<file path="src/common/ldc_pkg.sv">
package ldc_pkg;

   localparam int DW = 16;
   localparam int AW = 8;

   // Register offsets
   localparam logic [7:0] REG_BB_DATA   = 8'h00;
   localparam logic [7:0] REG_IR_DATA   = 8'h01;
   localparam logic [7:0] REG_CTRL      = 8'h02;
   localparam logic [7:0] REG_PERSIST   = 8'h03;
   localparam logic [7:0] REG_IMM_LOW   = 8'h04;
   localparam logic [7:0] REG_IMM_HIGH  = 8'h05;
   localparam logic [7:0] REG_PERS_LOW  = 8'h06;
   localparam logic [7:0] REG_PERS_HIGH = 8'h07;
   localparam logic [7:0] REG_STATUS    = 8'h08;
   localparam logic [7:0] REG_MASK      = 8'h09;

   // Control fields
   localparam int CTRL_EN_BIT  = 0;
   localparam int CTRL_ITS_LSB = 4;
   localparam int ITS_W        = 3;
   localparam logic [15:0] CTRL_RESET = 16'h0001;

   localparam int PERSIST_W = 4;
   localparam logic [3:0] PERSIST_RESET = 4'h1;

   localparam logic [15:0] LOW_RESET  = 16'h0000;
   localparam logic [15:0] HIGH_RESET = 16'hffff;

   // Status and mask bits
   localparam int STAT_DONE = 0;
   localparam int STAT_IMM  = 1;
   localparam int STAT_PERS = 2;
   localparam int STAT_W    = 3;
   localparam logic [2:0] MASK_RESET = 3'h0;

   // Timing
   localparam int CLK_HZ      = 40_000_000;
   localparam int STEP_MS     = 100;
   localparam int STEP_CYCLES = CLK_HZ / 1000 * STEP_MS;
   localparam logic [2:0] ITS_MAX = 3'h5;

   // Bus address, value is arbitrary
   localparam logic [6:0] I2C_ADDR_DEFAULT = 7'h3a;

   typedef struct packed {
      logic        rd;
      logic        wr;
      logic [7:0]  addr;
      logic [15:0] wdata;
   } ldc_req_t;

   typedef struct packed {
      logic [15:0] bb;
      logic [15:0] ir;
   } ldc_result_t;

   typedef struct packed {
      logic [15:0] low;
      logic [15:0] high;
   } ldc_limits_t;

endpackage

</file>
<file path="src/core/ldc_conv.sv">
`timescale 1ns/100ps
`default_nettype none
module ldc_conv #(
   parameter int step_cycles = ldc_pkg::STEP_CYCLES
) (
   input  wire logic                mclk,
   input  wire logic                rst_n,
   input  wire logic                enable,
   input  wire logic [2:0]          its,
   input  wire logic [1:0]          pulse_in,
   output ldc_pkg::ldc_result_t     result,
   output logic                     done
);

   logic [31:0]      tick;
   logic [2:0]       step;
   logic [2:0]       steps_last;
   logic             period_end;
   logic [1:0][15:0] acc;
   logic [1:0][15:0] res;

   assign steps_last = (its > ldc_pkg::ITS_MAX) ? ldc_pkg::ITS_MAX : its;
   assign period_end = enable && (tick == 32'(step_cycles - 1))
                       && (step == steps_last);

   always_ff @(posedge mclk) begin
      if (!rst_n || !enable) begin
         tick <= 32'h0;
         step <= 3'h0;
      end else if (tick == 32'(step_cycles - 1)) begin
         tick <= 32'h0;
         step <= (step == steps_last) ? 3'h0 : step + 3'h1;
      end else begin
         tick <= tick + 32'h1;
      end
   end

   always_ff @(posedge mclk) begin
      if (!rst_n) begin
         done <= 1'b0;
      end else begin
         done <= period_end;
      end
   end

   genvar g;
   generate
      for (g = 0; g < 2; g++) begin : gen_ch
         logic s1, s2, s3;
         always_ff @(posedge mclk) begin
            if (!rst_n) begin
               s1 <= 1'b0;
               s2 <= 1'b0;
               s3 <= 1'b0;
            end else begin
               s1 <= pulse_in[g];
               s2 <= s1;
               s3 <= s2;
            end
         end
         always_ff @(posedge mclk) begin
            if (!rst_n || !enable) begin
               acc[g] <= 16'h0000;
               res[g] <= 16'h0000;
            end else if (period_end) begin
               res[g] <= acc[g];
               acc[g] <= 16'h0000;
            end else if (s2 && !s3 && acc[g] != 16'hffff) begin
               acc[g] <= acc[g] + 16'h0001;
            end
         end
      end
   endgenerate

   assign result.bb = res[0];
   assign result.ir = res[1];

endmodule
`default_nettype wire

</file>
<file path="src/core/ldc_thresh.sv">
`timescale 1ns/100ps
`default_nettype none
module ldc_thresh #(
   parameter bit filtered = 1'b0
) (
   input  wire logic                mclk,
   input  wire logic                rst_n,
   input  wire logic                sample,
   input  wire logic [15:0]         value,
   input  wire ldc_pkg::ldc_limits_t limits,
   input  wire logic [3:0]          persist,
   output logic                     hit
);

   logic       outside;
   logic [3:0] run;
   logic [3:0] target;

   assign outside = (value > limits.high) || (value < limits.low);
   assign target  = (persist == 4'h0) ? 4'h1 : persist;

   always_ff @(posedge mclk) begin
      if (!rst_n) begin
         run <= 4'h0;
      end else if (sample) begin
         if (!outside) begin
            run <= 4'h0;
         end else if (run < target) begin
            run <= run + 4'h1;
         end
      end
   end

   always_ff @(posedge mclk) begin
      if (!rst_n) begin
         hit <= 1'b0;
      end else if (!filtered) begin
         hit <= sample && outside;
      end else begin
         hit <= sample && outside && (run >= target - 4'h1);
      end
   end

endmodule
`default_nettype wire

</file>
<file path="src/core/ldc_top.sv">
// Behaviour
// - Both channels integrate over one window
// - Results go to registers zero, one
// - Result transfer is double buffered
// - Next integration starts by itself
// - Interrupt level holds until host clears
// - Out-of-limit conversion raises interrupt
// - Two independent upper/lower threshold sets
// - One set filtered by persistence
// - Other set interrupts on first hit
// - Interrupt pin open drain, pulled low
// - Two-wire bus, at most 400 kbit/s
// - Integration in 100 ms steps
//
// The plain strobed port and the placing of the registers are this design's own decisions.
`timescale 1ns/100ps
`default_nettype none
module ldc_top #(
   parameter int         step_cycles = ldc_pkg::STEP_CYCLES,
   parameter logic [6:0] i2c_addr    = ldc_pkg::I2C_ADDR_DEFAULT
) (
   input  wire logic        mclk,
   input  wire logic        rst_n,
   input  wire logic [7:0]  bus_addr,
   input  wire logic [15:0] bus_wdata,
   input  wire logic        bus_wr,
   input  wire logic        bus_rd,
   output logic [15:0]      bus_rdata,
   input  wire logic        scl_in,
   input  wire logic        sda_in,
   output logic             sda_out,
   output logic             sda_oe_n,
   input  wire logic        bb_pulse,
   input  wire logic        ir_pulse,
   output logic             int_out,
   output logic             int_oe_n,
   output logic             irq
);

   typedef enum {
      I_IDLE, I_ADDR, I_ACK_A, I_WR, I_ACK_W, I_RD, I_ACK_R
   } ldc_i2c_state_t;

   ldc_i2c_state_t       state;
   logic                 scl_s1, scl_s2, scl_s3;
   logic                 sda_s1, sda_s2, sda_s3;
   logic                 scl_rise, scl_fall, bus_start, bus_stop;
   logic [7:0]           shreg;
   logic [3:0]           bitcnt;
   logic                 rw, first, hi;
   logic [7:0]           ptr;
   logic [7:0]           lo_byte;
   logic [7:0]           next_byte;
   ldc_pkg::ldc_req_t    issue;
   ldc_pkg::ldc_req_t    pend;
   logic [15:0]          i2c_rdata;

   logic                 bus_act, i2c_go;
   logic                 acc_wr, acc_rd;
   logic [7:0]           acc_addr;
   logic [15:0]          acc_wdata;
   logic [15:0]          rd_val;

   logic [15:0]          ctrl;
   logic [3:0]           persist;
   ldc_pkg::ldc_limits_t lim [2];
   logic [2:0]           status;
   logic [2:0]           mask;
   logic [2:0]           next_status;
   logic [15:0]          data_bb, data_ir, ir_hold;

   ldc_pkg::ldc_result_t result;
   logic                 conv_done;
   logic [1:0]           hits;

   // Pin synchronisers; edges read only the second and third stages
   always_ff @(posedge mclk) begin
      if (!rst_n) begin
         scl_s1 <= 1'b1;
         scl_s2 <= 1'b1;
         scl_s3 <= 1'b1;
         sda_s1 <= 1'b1;
         sda_s2 <= 1'b1;
         sda_s3 <= 1'b1;
      end else begin
         scl_s1 <= scl_in;
         scl_s2 <= scl_s1;
         scl_s3 <= scl_s2;
         sda_s1 <= sda_in;
         sda_s2 <= sda_s1;
         sda_s3 <= sda_s2;
      end
   end

   assign scl_rise  = scl_s2 && !scl_s3;
   assign scl_fall  = !scl_s2 && scl_s3;
   assign bus_start = scl_s2 && scl_s3 && !sda_s2 && sda_s3;
   assign bus_stop  = scl_s2 && scl_s3 && sda_s2 && !sda_s3;
   assign next_byte = hi ? i2c_rdata[7:0] : i2c_rdata[15:8];

   // Two-wire target: pointer, then low and high bytes
   always_ff @(posedge mclk) begin
      if (!rst_n) begin
         state    <= I_IDLE;
         shreg    <= 8'h00;
         bitcnt   <= 4'h0;
         rw       <= 1'b0;
         first    <= 1'b0;
         hi       <= 1'b0;
         ptr      <= 8'h00;
         lo_byte  <= 8'h00;
         sda_oe_n <= 1'b1;
         issue    <= '0;
      end else begin
         issue <= '0;
         if (bus_stop) begin
            state    <= I_IDLE;
            sda_oe_n <= 1'b1;
         end else if (bus_start) begin
            state    <= I_ADDR;
            bitcnt   <= 4'h0;
            sda_oe_n <= 1'b1;
         end else if (scl_rise) begin
            unique case (state)
               I_ADDR, I_WR: begin
                  shreg  <= {shreg[6:0], sda_s2};
                  bitcnt <= bitcnt + 4'h1;
               end
               I_ACK_R: begin
                  if (sda_s2) begin
                     state <= I_IDLE;
                  end
               end
               I_IDLE, I_ACK_A, I_ACK_W, I_RD: begin
               end
            endcase
         end else if (scl_fall) begin
            unique case (state)
               I_ADDR: begin
                  if (bitcnt == 4'h8 && shreg[7:1] == i2c_addr) begin
                     state    <= I_ACK_A;
                     sda_oe_n <= 1'b0;
                     rw       <= shreg[0];
                     issue.rd <= shreg[0];
                     issue.addr <= ptr;
                  end else if (bitcnt == 4'h8) begin
                     state <= I_IDLE;
                  end
               end
               I_ACK_A: begin
                  bitcnt <= 4'h0;
                  hi     <= 1'b0;
                  if (rw) begin
                     state    <= I_RD;
                     sda_oe_n <= i2c_rdata[7];
                     shreg    <= {i2c_rdata[6:0], 1'b0};
                  end else begin
                     state    <= I_WR;
                     sda_oe_n <= 1'b1;
                     first    <= 1'b1;
                  end
               end
               I_WR: begin
                  if (bitcnt == 4'h8) begin
                     state    <= I_ACK_W;
                     sda_oe_n <= 1'b0;
                     if (first) begin
                        ptr   <= shreg;
                        first <= 1'b0;
                     end else if (!hi) begin
                        lo_byte <= shreg;
                        hi      <= 1'b1;
                     end else begin
                        issue.wr    <= 1'b1;
                        issue.addr  <= ptr;
                        issue.wdata <= {shreg, lo_byte};
                        ptr         <= ptr + 8'h01;
                        hi          <= 1'b0;
                     end
                  end
               end
               I_ACK_W: begin
                  state    <= I_WR;
                  sda_oe_n <= 1'b1;
                  bitcnt   <= 4'h0;
               end
               I_RD: begin
                  if (bitcnt == 4'h7) begin
                     state    <= I_ACK_R;
                     sda_oe_n <= 1'b1;
                     if (hi) begin
                        issue.rd   <= 1'b1;
                        issue.addr <= ptr + 8'h01;
                        ptr        <= ptr + 8'h01;
                     end
                  end else begin
                     sda_oe_n <= shreg[7];
                     shreg    <= {shreg[6:0], 1'b0};
                     bitcnt   <= bitcnt + 4'h1;
                  end
               end
               I_ACK_R: begin
                  state    <= I_RD;
                  bitcnt   <= 4'h0;
                  hi       <= !hi;
                  sda_oe_n <= next_byte[7];
                  shreg    <= {next_byte[6:0], 1'b0};
               end
               I_IDLE: begin
               end
            endcase
         end
      end
   end

   always_ff @(posedge mclk) begin
      if (!rst_n) begin
         sda_out <= 1'b0;
         int_out <= 1'b0;
      end else begin
         sda_out <= 1'b0;
         int_out <= 1'b0;
      end
   end

   // Serial accesses wait for a cycle free of port strobes
   assign bus_act   = bus_wr || bus_rd;
   assign i2c_go    = (pend.rd || pend.wr) && !bus_act;
   assign acc_wr    = bus_wr || (i2c_go && pend.wr);
   assign acc_rd    = bus_rd || (i2c_go && pend.rd);
   assign acc_addr  = bus_act ? bus_addr : pend.addr;
   assign acc_wdata = bus_act ? bus_wdata : pend.wdata;

   always_ff @(posedge mclk) begin
      if (!rst_n) begin
         pend <= '0;
      end else if (issue.rd || issue.wr) begin
         pend <= issue;
      end else if (i2c_go) begin
         pend <= '0;
      end
   end

   always_comb begin
      rd_val = 16'h0000;
      unique case (acc_addr)
         ldc_pkg::REG_BB_DATA:   rd_val = data_bb;
         ldc_pkg::REG_IR_DATA:   rd_val = ir_hold;
         ldc_pkg::REG_CTRL:      rd_val = ctrl;
         ldc_pkg::REG_PERSIST:   rd_val = {12'h000, persist};
         ldc_pkg::REG_IMM_LOW:   rd_val = lim[0].low;
         ldc_pkg::REG_IMM_HIGH:  rd_val = lim[0].high;
         ldc_pkg::REG_PERS_LOW:  rd_val = lim[1].low;
         ldc_pkg::REG_PERS_HIGH: rd_val = lim[1].high;
         ldc_pkg::REG_STATUS:    rd_val = {13'h0000, status};
         ldc_pkg::REG_MASK:      rd_val = {13'h0000, mask};
         default:                rd_val = 16'h0000;
      endcase
   end

   always_ff @(posedge mclk) begin
      if (!rst_n) begin
         bus_rdata <= 16'h0000;
         i2c_rdata <= 16'h0000;
      end else begin
         bus_rdata <= bus_rd ? rd_val : 16'h0000;
         if (i2c_go && pend.rd) begin
            i2c_rdata <= rd_val;
         end
      end
   end

   // Two limit sets, persistence and control
   always_ff @(posedge mclk) begin
      if (!rst_n) begin
         ctrl        <= ldc_pkg::CTRL_RESET;
         persist     <= ldc_pkg::PERSIST_RESET;
         lim[0].low  <= ldc_pkg::LOW_RESET;
         lim[0].high <= ldc_pkg::HIGH_RESET;
         lim[1].low  <= ldc_pkg::LOW_RESET;
         lim[1].high <= ldc_pkg::HIGH_RESET;
         mask        <= ldc_pkg::MASK_RESET;
      end else if (acc_wr) begin
         unique case (acc_addr)
            ldc_pkg::REG_CTRL:      ctrl        <= acc_wdata;
            ldc_pkg::REG_PERSIST:   persist     <= acc_wdata[3:0];
            ldc_pkg::REG_IMM_LOW:   lim[0].low  <= acc_wdata;
            ldc_pkg::REG_IMM_HIGH:  lim[0].high <= acc_wdata;
            ldc_pkg::REG_PERS_LOW:  lim[1].low  <= acc_wdata;
            ldc_pkg::REG_PERS_HIGH: lim[1].high <= acc_wdata;
            ldc_pkg::REG_MASK:      mask        <= acc_wdata[2:0];
            default: begin
            end
         endcase
      end
   end

   ldc_conv #(
      .step_cycles (step_cycles)
   ) u_conv (
      .mclk     (mclk),
      .rst_n    (rst_n),
      .enable   (ctrl[ldc_pkg::CTRL_EN_BIT]),
      .its      (ctrl[ldc_pkg::CTRL_ITS_LSB +: ldc_pkg::ITS_W]),
      .pulse_in ({ir_pulse, bb_pulse}),
      .result   (result),
      .done     (conv_done)
   );

   // Both results land in one cycle
   always_ff @(posedge mclk) begin
      if (!rst_n) begin
         data_bb <= 16'h0000;
         data_ir <= 16'h0000;
      end else if (conv_done) begin
         data_bb <= result.bb;
         data_ir <= result.ir;
      end
   end

   // Infrared word frozen on broadband read
   always_ff @(posedge mclk) begin
      if (!rst_n) begin
         ir_hold <= 16'h0000;
      end else if (acc_rd && acc_addr == ldc_pkg::REG_BB_DATA) begin
         ir_hold <= data_ir;
      end
   end

   genvar g;
   generate
      for (g = 0; g < 2; g++) begin : gen_thr
         ldc_thresh #(
            .filtered (g == 1)
         ) u_thr (
            .mclk    (mclk),
            .rst_n   (rst_n),
            .sample  (conv_done),
            .value   (result.bb),
            .limits  (lim[g]),
            .persist (persist),
            .hit     (hits[g])
         );
      end
   endgenerate

   // Sticky until read; a new event wins over the clear
   always_comb begin
      next_status = status;
      if (acc_rd && acc_addr == ldc_pkg::REG_STATUS) begin
         next_status = 3'h0;
      end
      next_status[ldc_pkg::STAT_DONE] = next_status[ldc_pkg::STAT_DONE]
                                        | conv_done;
      next_status[ldc_pkg::STAT_IMM]  = next_status[ldc_pkg::STAT_IMM]
                                        | hits[0];
      next_status[ldc_pkg::STAT_PERS] = next_status[ldc_pkg::STAT_PERS]
                                        | hits[1];
   end

   always_ff @(posedge mclk) begin
      if (!rst_n) begin
         status <= 3'h0;
      end else begin
         status <= next_status;
      end
   end

   // Pin pulled low while an unmasked event stands
   always_ff @(posedge mclk) begin
      if (!rst_n) begin
         irq      <= 1'b0;
         int_oe_n <= 1'b1;
      end else begin
         irq      <= |(status & mask);
         int_oe_n <= ~(|(status & mask));
      end
   end

endmodule
`default_nettype wire

</file>
<file path="config.mk">
export PLATFORM = sky130hd
export DESIGN_NAME = ldc_top
export DESIGN_NICKNAME = d
export VERILOG_FILES = /design/src/common/ldc_pkg.sv /design/src/core/ldc_conv.sv /design/src/core/ldc_thresh.sv /design/src/core/ldc_top.sv
export SDC_FILE = /design/constraint.sdc
export NUM_CORES = 1
export LEC_CHECK = 0
export ABC_AREA = 1
export BUFFER_PORTS_ARGS = -buffer_cell sky130_fd_sc_hd__buf_2
export CAP_MARGIN = 40
export CORE_ASPECT_RATIO = 0.9
export CORE_MARGIN = 4
export CORE_UTILIZATION = 65
export CTS_CLUSTER_SIZE = 24
export DETAILED_ROUTE_END_ITERATION = 16
export MAX_ROUTING_LAYER = met4
export PLACE_DENSITY = 0.9
export SLEW_MARGIN = 0
export SYNTH_ARGS = -nofsm -noshare
export SYNTH_HDL_FRONTEND = slang
export SYNTH_HIERARCHICAL = 1
export SYNTH_SLANG_ARGS = --single-unit
</file>
<file path="constraint.sdc">
create_clock -name mclk -period 6.01 [get_ports mclk]
set_input_delay 1.202 -clock mclk [delete_from_list [all_inputs] [get_ports mclk]]
set_output_delay 1.202 -clock mclk [all_outputs]
set_load 0.1 [all_outputs]
</file>
==> flow_summary.ini, run 1 <==
[place]
place_congestion = 1.04
dp_slack_ps = 1750
hpwl_mm = 41.7
dp_cells = 3110
port_buffers = 50

[layout]
regArea_sq_mm = 0.00819
nNetsFinal = 2871
multi_input_area_sq_mm = 0.00955
diodes = 0
post_route_cells_drive_above_1_share_pct = 8.15
syn2layout_area_growth_pct = 8.78
stdcell_count = 3181
fillerInstances = 2368

[clock_network]
clock_sinks = 377
cts_setup_buffers = 0
root_buffer = clkbuf_16
clockBufferDepth = 3
postCtsHoldBufs = 0
clk_latency_ps = 540
post_cts_resized = 0
h-tree-depth = 2
clk_pin_slew_ps = 70
cts_buffers = 39
cts_tree = done

[synthesis]
synthAdderAreaFrac_pct = 5.40
yosys.area_share.simple_pct = 31.9
synth_cell_types = 52
synth_mux_area_share_pct = 0.668
yosysWarnings = 6
synth_xor_area_share_pct = 1.75
synth_cells = 2738
ys_seq_area_share_pct = 42.0
avgSynthCellArea_sq_um = 7.11
syn_area_sq_mm = 0.0195
synth_compound_area_share_pct = 9.31
synth_top_family_by_area = simple AND/OR/NAND/NOR gates
ys_ff_latch = 377

[timing]
period_needed_ps = 3820
fmax_mhz = 262
worstMarginPinSlew_ps = 934
slew_viol_final = 0
relSlewSlack_pct = 36.0
clock-skew-final_ps = 27.9
fin_crit_sh_pct = 63.6
setup_viol = 0
hold_viol = 0
fin_ws_ps = 2190
finalSetupTns_ps = 0
rsz0062_at_grt = false

[setup_path]
r2r_end = lim[0][28]$_DFFE_PP_
startpoint = bus_wr
path_max_fanout = 27
r2r_slack_ps = 3210
endpoint = lim[0][28]$_DFFE_PP_
start_kind = primary input
crit_required_ps = 6180
r2r-start = pend[23]$_SDFFE_PN0P_
worstSetupEndpointType = flop
worstRegToRegCells = 7
crit_type = in2reg
crit_arrival_ps = 3990

[floorplan]
start_util_pct = 66.6
coreArea_sq_mm = 0.0292
die-width_microns = 190
num_rows = 59
design.portCount = 53
dieArea_sq_mm = 0.0328
chipHeight_microns = 172

[routing]
vias = 18466
drt_iter0_drc = 2106
via_per_inst = 5.81
firstDrtPassIters = 8
routedWlPerCell_microns = 18.2
ant_nets = 0
drc = 0
drt_wl_total_mm = 58.0

[hold_path]
min-delay-start = sda_s1$_SDFF_PN1_
hold_class = reg2reg

[global_routing]
grt_first_pass_wirelength_mm = 89.5
grt.overflow.total = 0
grt_max_degree = 63
grt_pass1_vias = 17115
track_usage_pct = 35.5
antenna_found_initial = 0

[job]
cap_violations = 0

[pwr]
irDropWorstVdd_uv = 233
p_leak_nw = 9.41
power.density_mw_per_mm2 = 254

[status]
status = finished clean
-- flip-flops by register name (all words and copies together), names as in the netlist, 3 cells and up --
name and cells:
bitcnt 4, bus_rdata 16, ctrl 16, data_bb 16, data_ir 16, gen_thr.u_thr/run 4, i2c_rdata 16, ir_hold 16
issue 26, lim 64, lo_byte 8, mask 3, pend 26, persist 4, ptr 8, shreg 8
state 3, status 3, u_conv/acc 32, u_conv/result 32, u_conv/step 3, u_conv/tick 32
-- area by class of cell --
type	count	share of cell area (%)
multi-input combinational	1951	45.1
clock buffer	52	5.42
timing repair buffer	67	1.89
clock inverter	19	0.957
tap	396	2.34
sequential	377	38.6
inverter	319	5.66
-- worst min path at each step --
stage | end | slack (ps) | cells after the start
detailed placement | sda_s2$_SDFF_PN1_ | 400 | 1
global placement | u_conv/gen_ch[1].s2$_SDFF_PN0_ | 390 | 2
global route | sda_s2$_SDFF_PN1_ | 430 | 1
CTS | sda_s2$_SDFF_PN1_ | 410 | 1
finish | sda_s2$_SDFF_PN1_ | 410 | 1
floorplan | u_conv/gen_ch[0].s2$_SDFF_PN0_ | 390 | 2
-- stage by stage --
step | instance area [sq um] | hold WS [ps] | power, mW | utilization [%]
2_1_floorplan | 19500 | 390 | 2.82 | -
3_3_place_gp | 19800 | 393 | 2.89 | 67.6
3_5_place_dp | 19800 | 402 | 2.89 | 67.9
4_1_cts | 21200 | 413 | 5.38 | 72.5
5_1_grt | 21200 | 431 | 5.51 | 72.5
6_report | 21200 | 413 | 5.38 | 72.5
-- synthesized netlist by cell type (all sizes together) --
cell type,count,area (sq um)
o2111a,1,11.3
o2111ai,1,8.76
o211ai,7,52.6
conb,1,3.75
xnor2,7,61.3
inv,317,1190
or2,8,50.1
o21ai,101,517
a31oi,3,18.8
edfxtp,64,1920
clkbuf,37,139
nand3,155,841
a21oi,210,1060
o21a,5,37.5
a211oi,2,15.0
buf,55,404
nand3b,5,37.5
o22ai,2,12.5
clkinv,2,8.75
nand4,21,131
nor2,429,1750
nor3b,2,15.0
a22oi,2,15.0
ha,84,1050
nand2,826,3210
a21o,1,7.51
mux2i,13,130
nor4,1,6.26
o21bai,1,7.51
dfxtp,313,6270
a21boi,1,7.51
o211a,4,40.0
nor3,25,171
xor2,32,280
-- placed cells by master (no fill, tap or decap), types with 10 or more instances in the layout --
master / count
nor2_4: 10
nand2_2: 15
mux2i_1: 13
buf_4: 13
o21ai_0: 92
xor2_1: 32
ha_1: 84
inv_1: 296
edfxtp_1: 64
clkbuf_16: 41
dfxtp_1: 313
inv_2: 21
nand4_1: 21
nand2_1: 802
nand3_1: 148
nor3_1: 17
buf_2: 50
a21oi_1: 207
nor2_1: 409
-- routing by layer --
layer / global-route usage (%) / routed length, microns
met3: 6.38 / 6790
met4: 14.6 / 2530
met1: 47.7 / 23200
met2: 53.3 / 25500
met5: - / 0
-- power breakdown --
| part | total, mW | switching, mW | internal (mW) |
|---|---|---|---|
| clock network | 2.53 | 1.05 | 1.48 |
| registers | 2.60 | 0.0146 | 2.58 |
| logic | 0.251 | 0.195 | 0.0562 |
| total | 5.38 | 1.26 | 4.12 |
-- critical path, cell delays in order --
cell     delay (ps)
buf_2           140
nor2_4          620
nand3_1         210
nand2_2         460
nand3_2         220
nor2_4          430
nand2_1         110
nand2_1         560
-- kinds of logic after synthesis --
| logic type | count (synthesis) |
|---|---|
| buffers and inverters | 411 |
| muxes | 13 |
| AOI/OAI and AO/OA | 341 |
| adders and majority gates | 84 |
| other | 1 |
| DFF | 377 |
| and+or+nand+nor | 1472 |
| xor gates and xnor gates | 39 |
(Power assumes the default switching activity.)
==> inputs of run 2 (changes only) <==
CORE_UTILIZATION = 63   (was 65)
PLACE_DENSITY = 0.87   (was 0.9)
clock period = 3.8 ns   (was 6.01 ns; I/O delays follow)
==> flow_summary.ini, run 2 (synthesis results as in run 1) <==
[hold_path]
hold_class = in2reg
hold_path_depth = 2

[setup_path]
worstSetupEndpointType = flop
start_kind = primary input
max_stage_delay_ps = 290
crit_top_cell = nand2_2
critPathSlowestCell = clkinv_2
path_max_fanout = 22
crit_chain = buf_2 -> inv_2 -> nand2_2 -> nand3_1 -> nand2_2 -> buf_4 -> nand3_4 -> nor2_4 -> buf_4 -> inv_2 -> nand2_2 -> nand3_4 -> clkinv_2 -> nand2_1
crit_required_ps = 4060
worstRegToRegCells = 12
crit_type = in2reg
crit_arrival_ps = 3050

[layout]
nNetsFinal = 2881
diodes = 0
layout_common_cells = 802 x nand2_1, 409 x nor2_1, 313 x dfxtp_1
multi_input_area_sq_mm = 0.00955
stdcell_count = 3199
fillerInstances = 2515
final_core_util_pct = 70.4
syn2layout_area_growth_pct = 9.13
largest_reg_flops = 64
layout_commonest_cell = nand2_1
regMostFlops = lim
regArea_sq_mm = 0.00819
post_route_cells_drive_above_1_share_pct = 8.33

[routing]
vias = 18250
via_per_inst = 5.70
firstDrtPassIters = 8
drt_wl_total_mm = 57.0
drt_iter0_drc = 1998
ant_nets = 0
routedWlPerCell_microns = 17.8
drc = 0

[global_routing]
antenna_found_initial = 0
track_usage_pct = 33.6
grt_max_degree = 69
grt_pass1_vias = 16958
grt.overflow.total = 0
grt_first_pass_wirelength_mm = 89.9

[pwr]
p_leak_nw = 9.45
power.density_mw_per_mm2 = 398
irDropWorstVdd_uv = 519
power_mw = 8.47

[clock_network]
root_buffer = clkbuf_16
clk_latency_ps = 550
clk_pin_slew_ps = 60
cts_tree = done
clock_sinks = 377
clockBufferDepth = 3
h-tree-depth = 2
postCtsHoldBufs = 0
cts_buffers = 40
post_cts_resized = 0
cts_setup_buffers = 0

[floorplan]
dieArea_sq_mm = 0.0338
chipHeight_microns = 175
die-width_microns = 193
num_rows = 60
design.portCount = 53
start_util_pct = 64.5
coreArea_sq_mm = 0.0302

[timing]
rsz0062_at_grt = false
worstMarginPinSlew_ps = 956
hold_viol = 0
slew_viol_final = 0
period_needed_ps = 2790
fin_crit_sh_pct = 73.4
timing.hold.ws_ps = 412
relSlewSlack_pct = 34.5
fmax_mhz = 358
clock-skew-final_ps = 20.0
setup_viol = 0
finalSetupTns_ps = 0

[status]
status = finished clean

[job]
cap_violations = 0

[place]
place_congestion = 1.03
port_buffers = 50
dp_cells = 3125
hpwl_mm = 41.1
[run 2: final timing paths]
kind | start | endpoint | slack [ps]
setup reg to reg | pend[23]$_SDFFE_PN0P_ | lim[0][9]$_SDFFCE_PN1P_ | 1180
setup / recovery | bus_rd | lim[0][9]$_SDFFCE_PN1P_ | 1010
hold / removal | sda_in | sda_s1$_SDFF_PN1_ | 410
hold reg to reg | scl_s1$_SDFF_PN1_ | scl_s2$_SDFF_PN1_ | 420
[run 2: where the power goes]
part	switching [mW]	total (mW)	internal (mW)	leakage, nW
Combinational	0.309	0.404	0.0949	5.72
Clock	1.63	3.95	2.32	0.660
Sequential	0.0243	4.11	4.09	3.07
Total	1.97	8.47	6.50	9.45
[run 2: metal layers]
layer  wire length [microns]  GRT usage [%]
met5                       0              -
met1                   24000           46.5
met2                   23800           48.8
met3                    7460           8.46
met4                    1740           10.1
[run 2: worst max-delay path: cells and delay by family]
| family | cells | cell delay, ps |
|---|---|---|
| and+or+nand+nor | 8 | 1150 |
| buffers and inverters | 6 | 1110 |
[run 2: stage by stage]
stage               cell area [sq um]  worst slack, ps
global placement                19900              606
CTS                             21200             1070
detailed placement              19900              492
floorplan                       19500              633
finish                          21300             1010
global route                    21300              885
[run 2: area by class of cell]
type | count | area share (%)
clock buffers | 60 | 5.63
well taps | 403 | 2.37
clock inverters | 13 | 0.642
multi-input cells | 1951 | 44.9
inverters | 319 | 5.64
flip-flops and latches | 377 | 38.5
repair buffers | 76 | 2.25
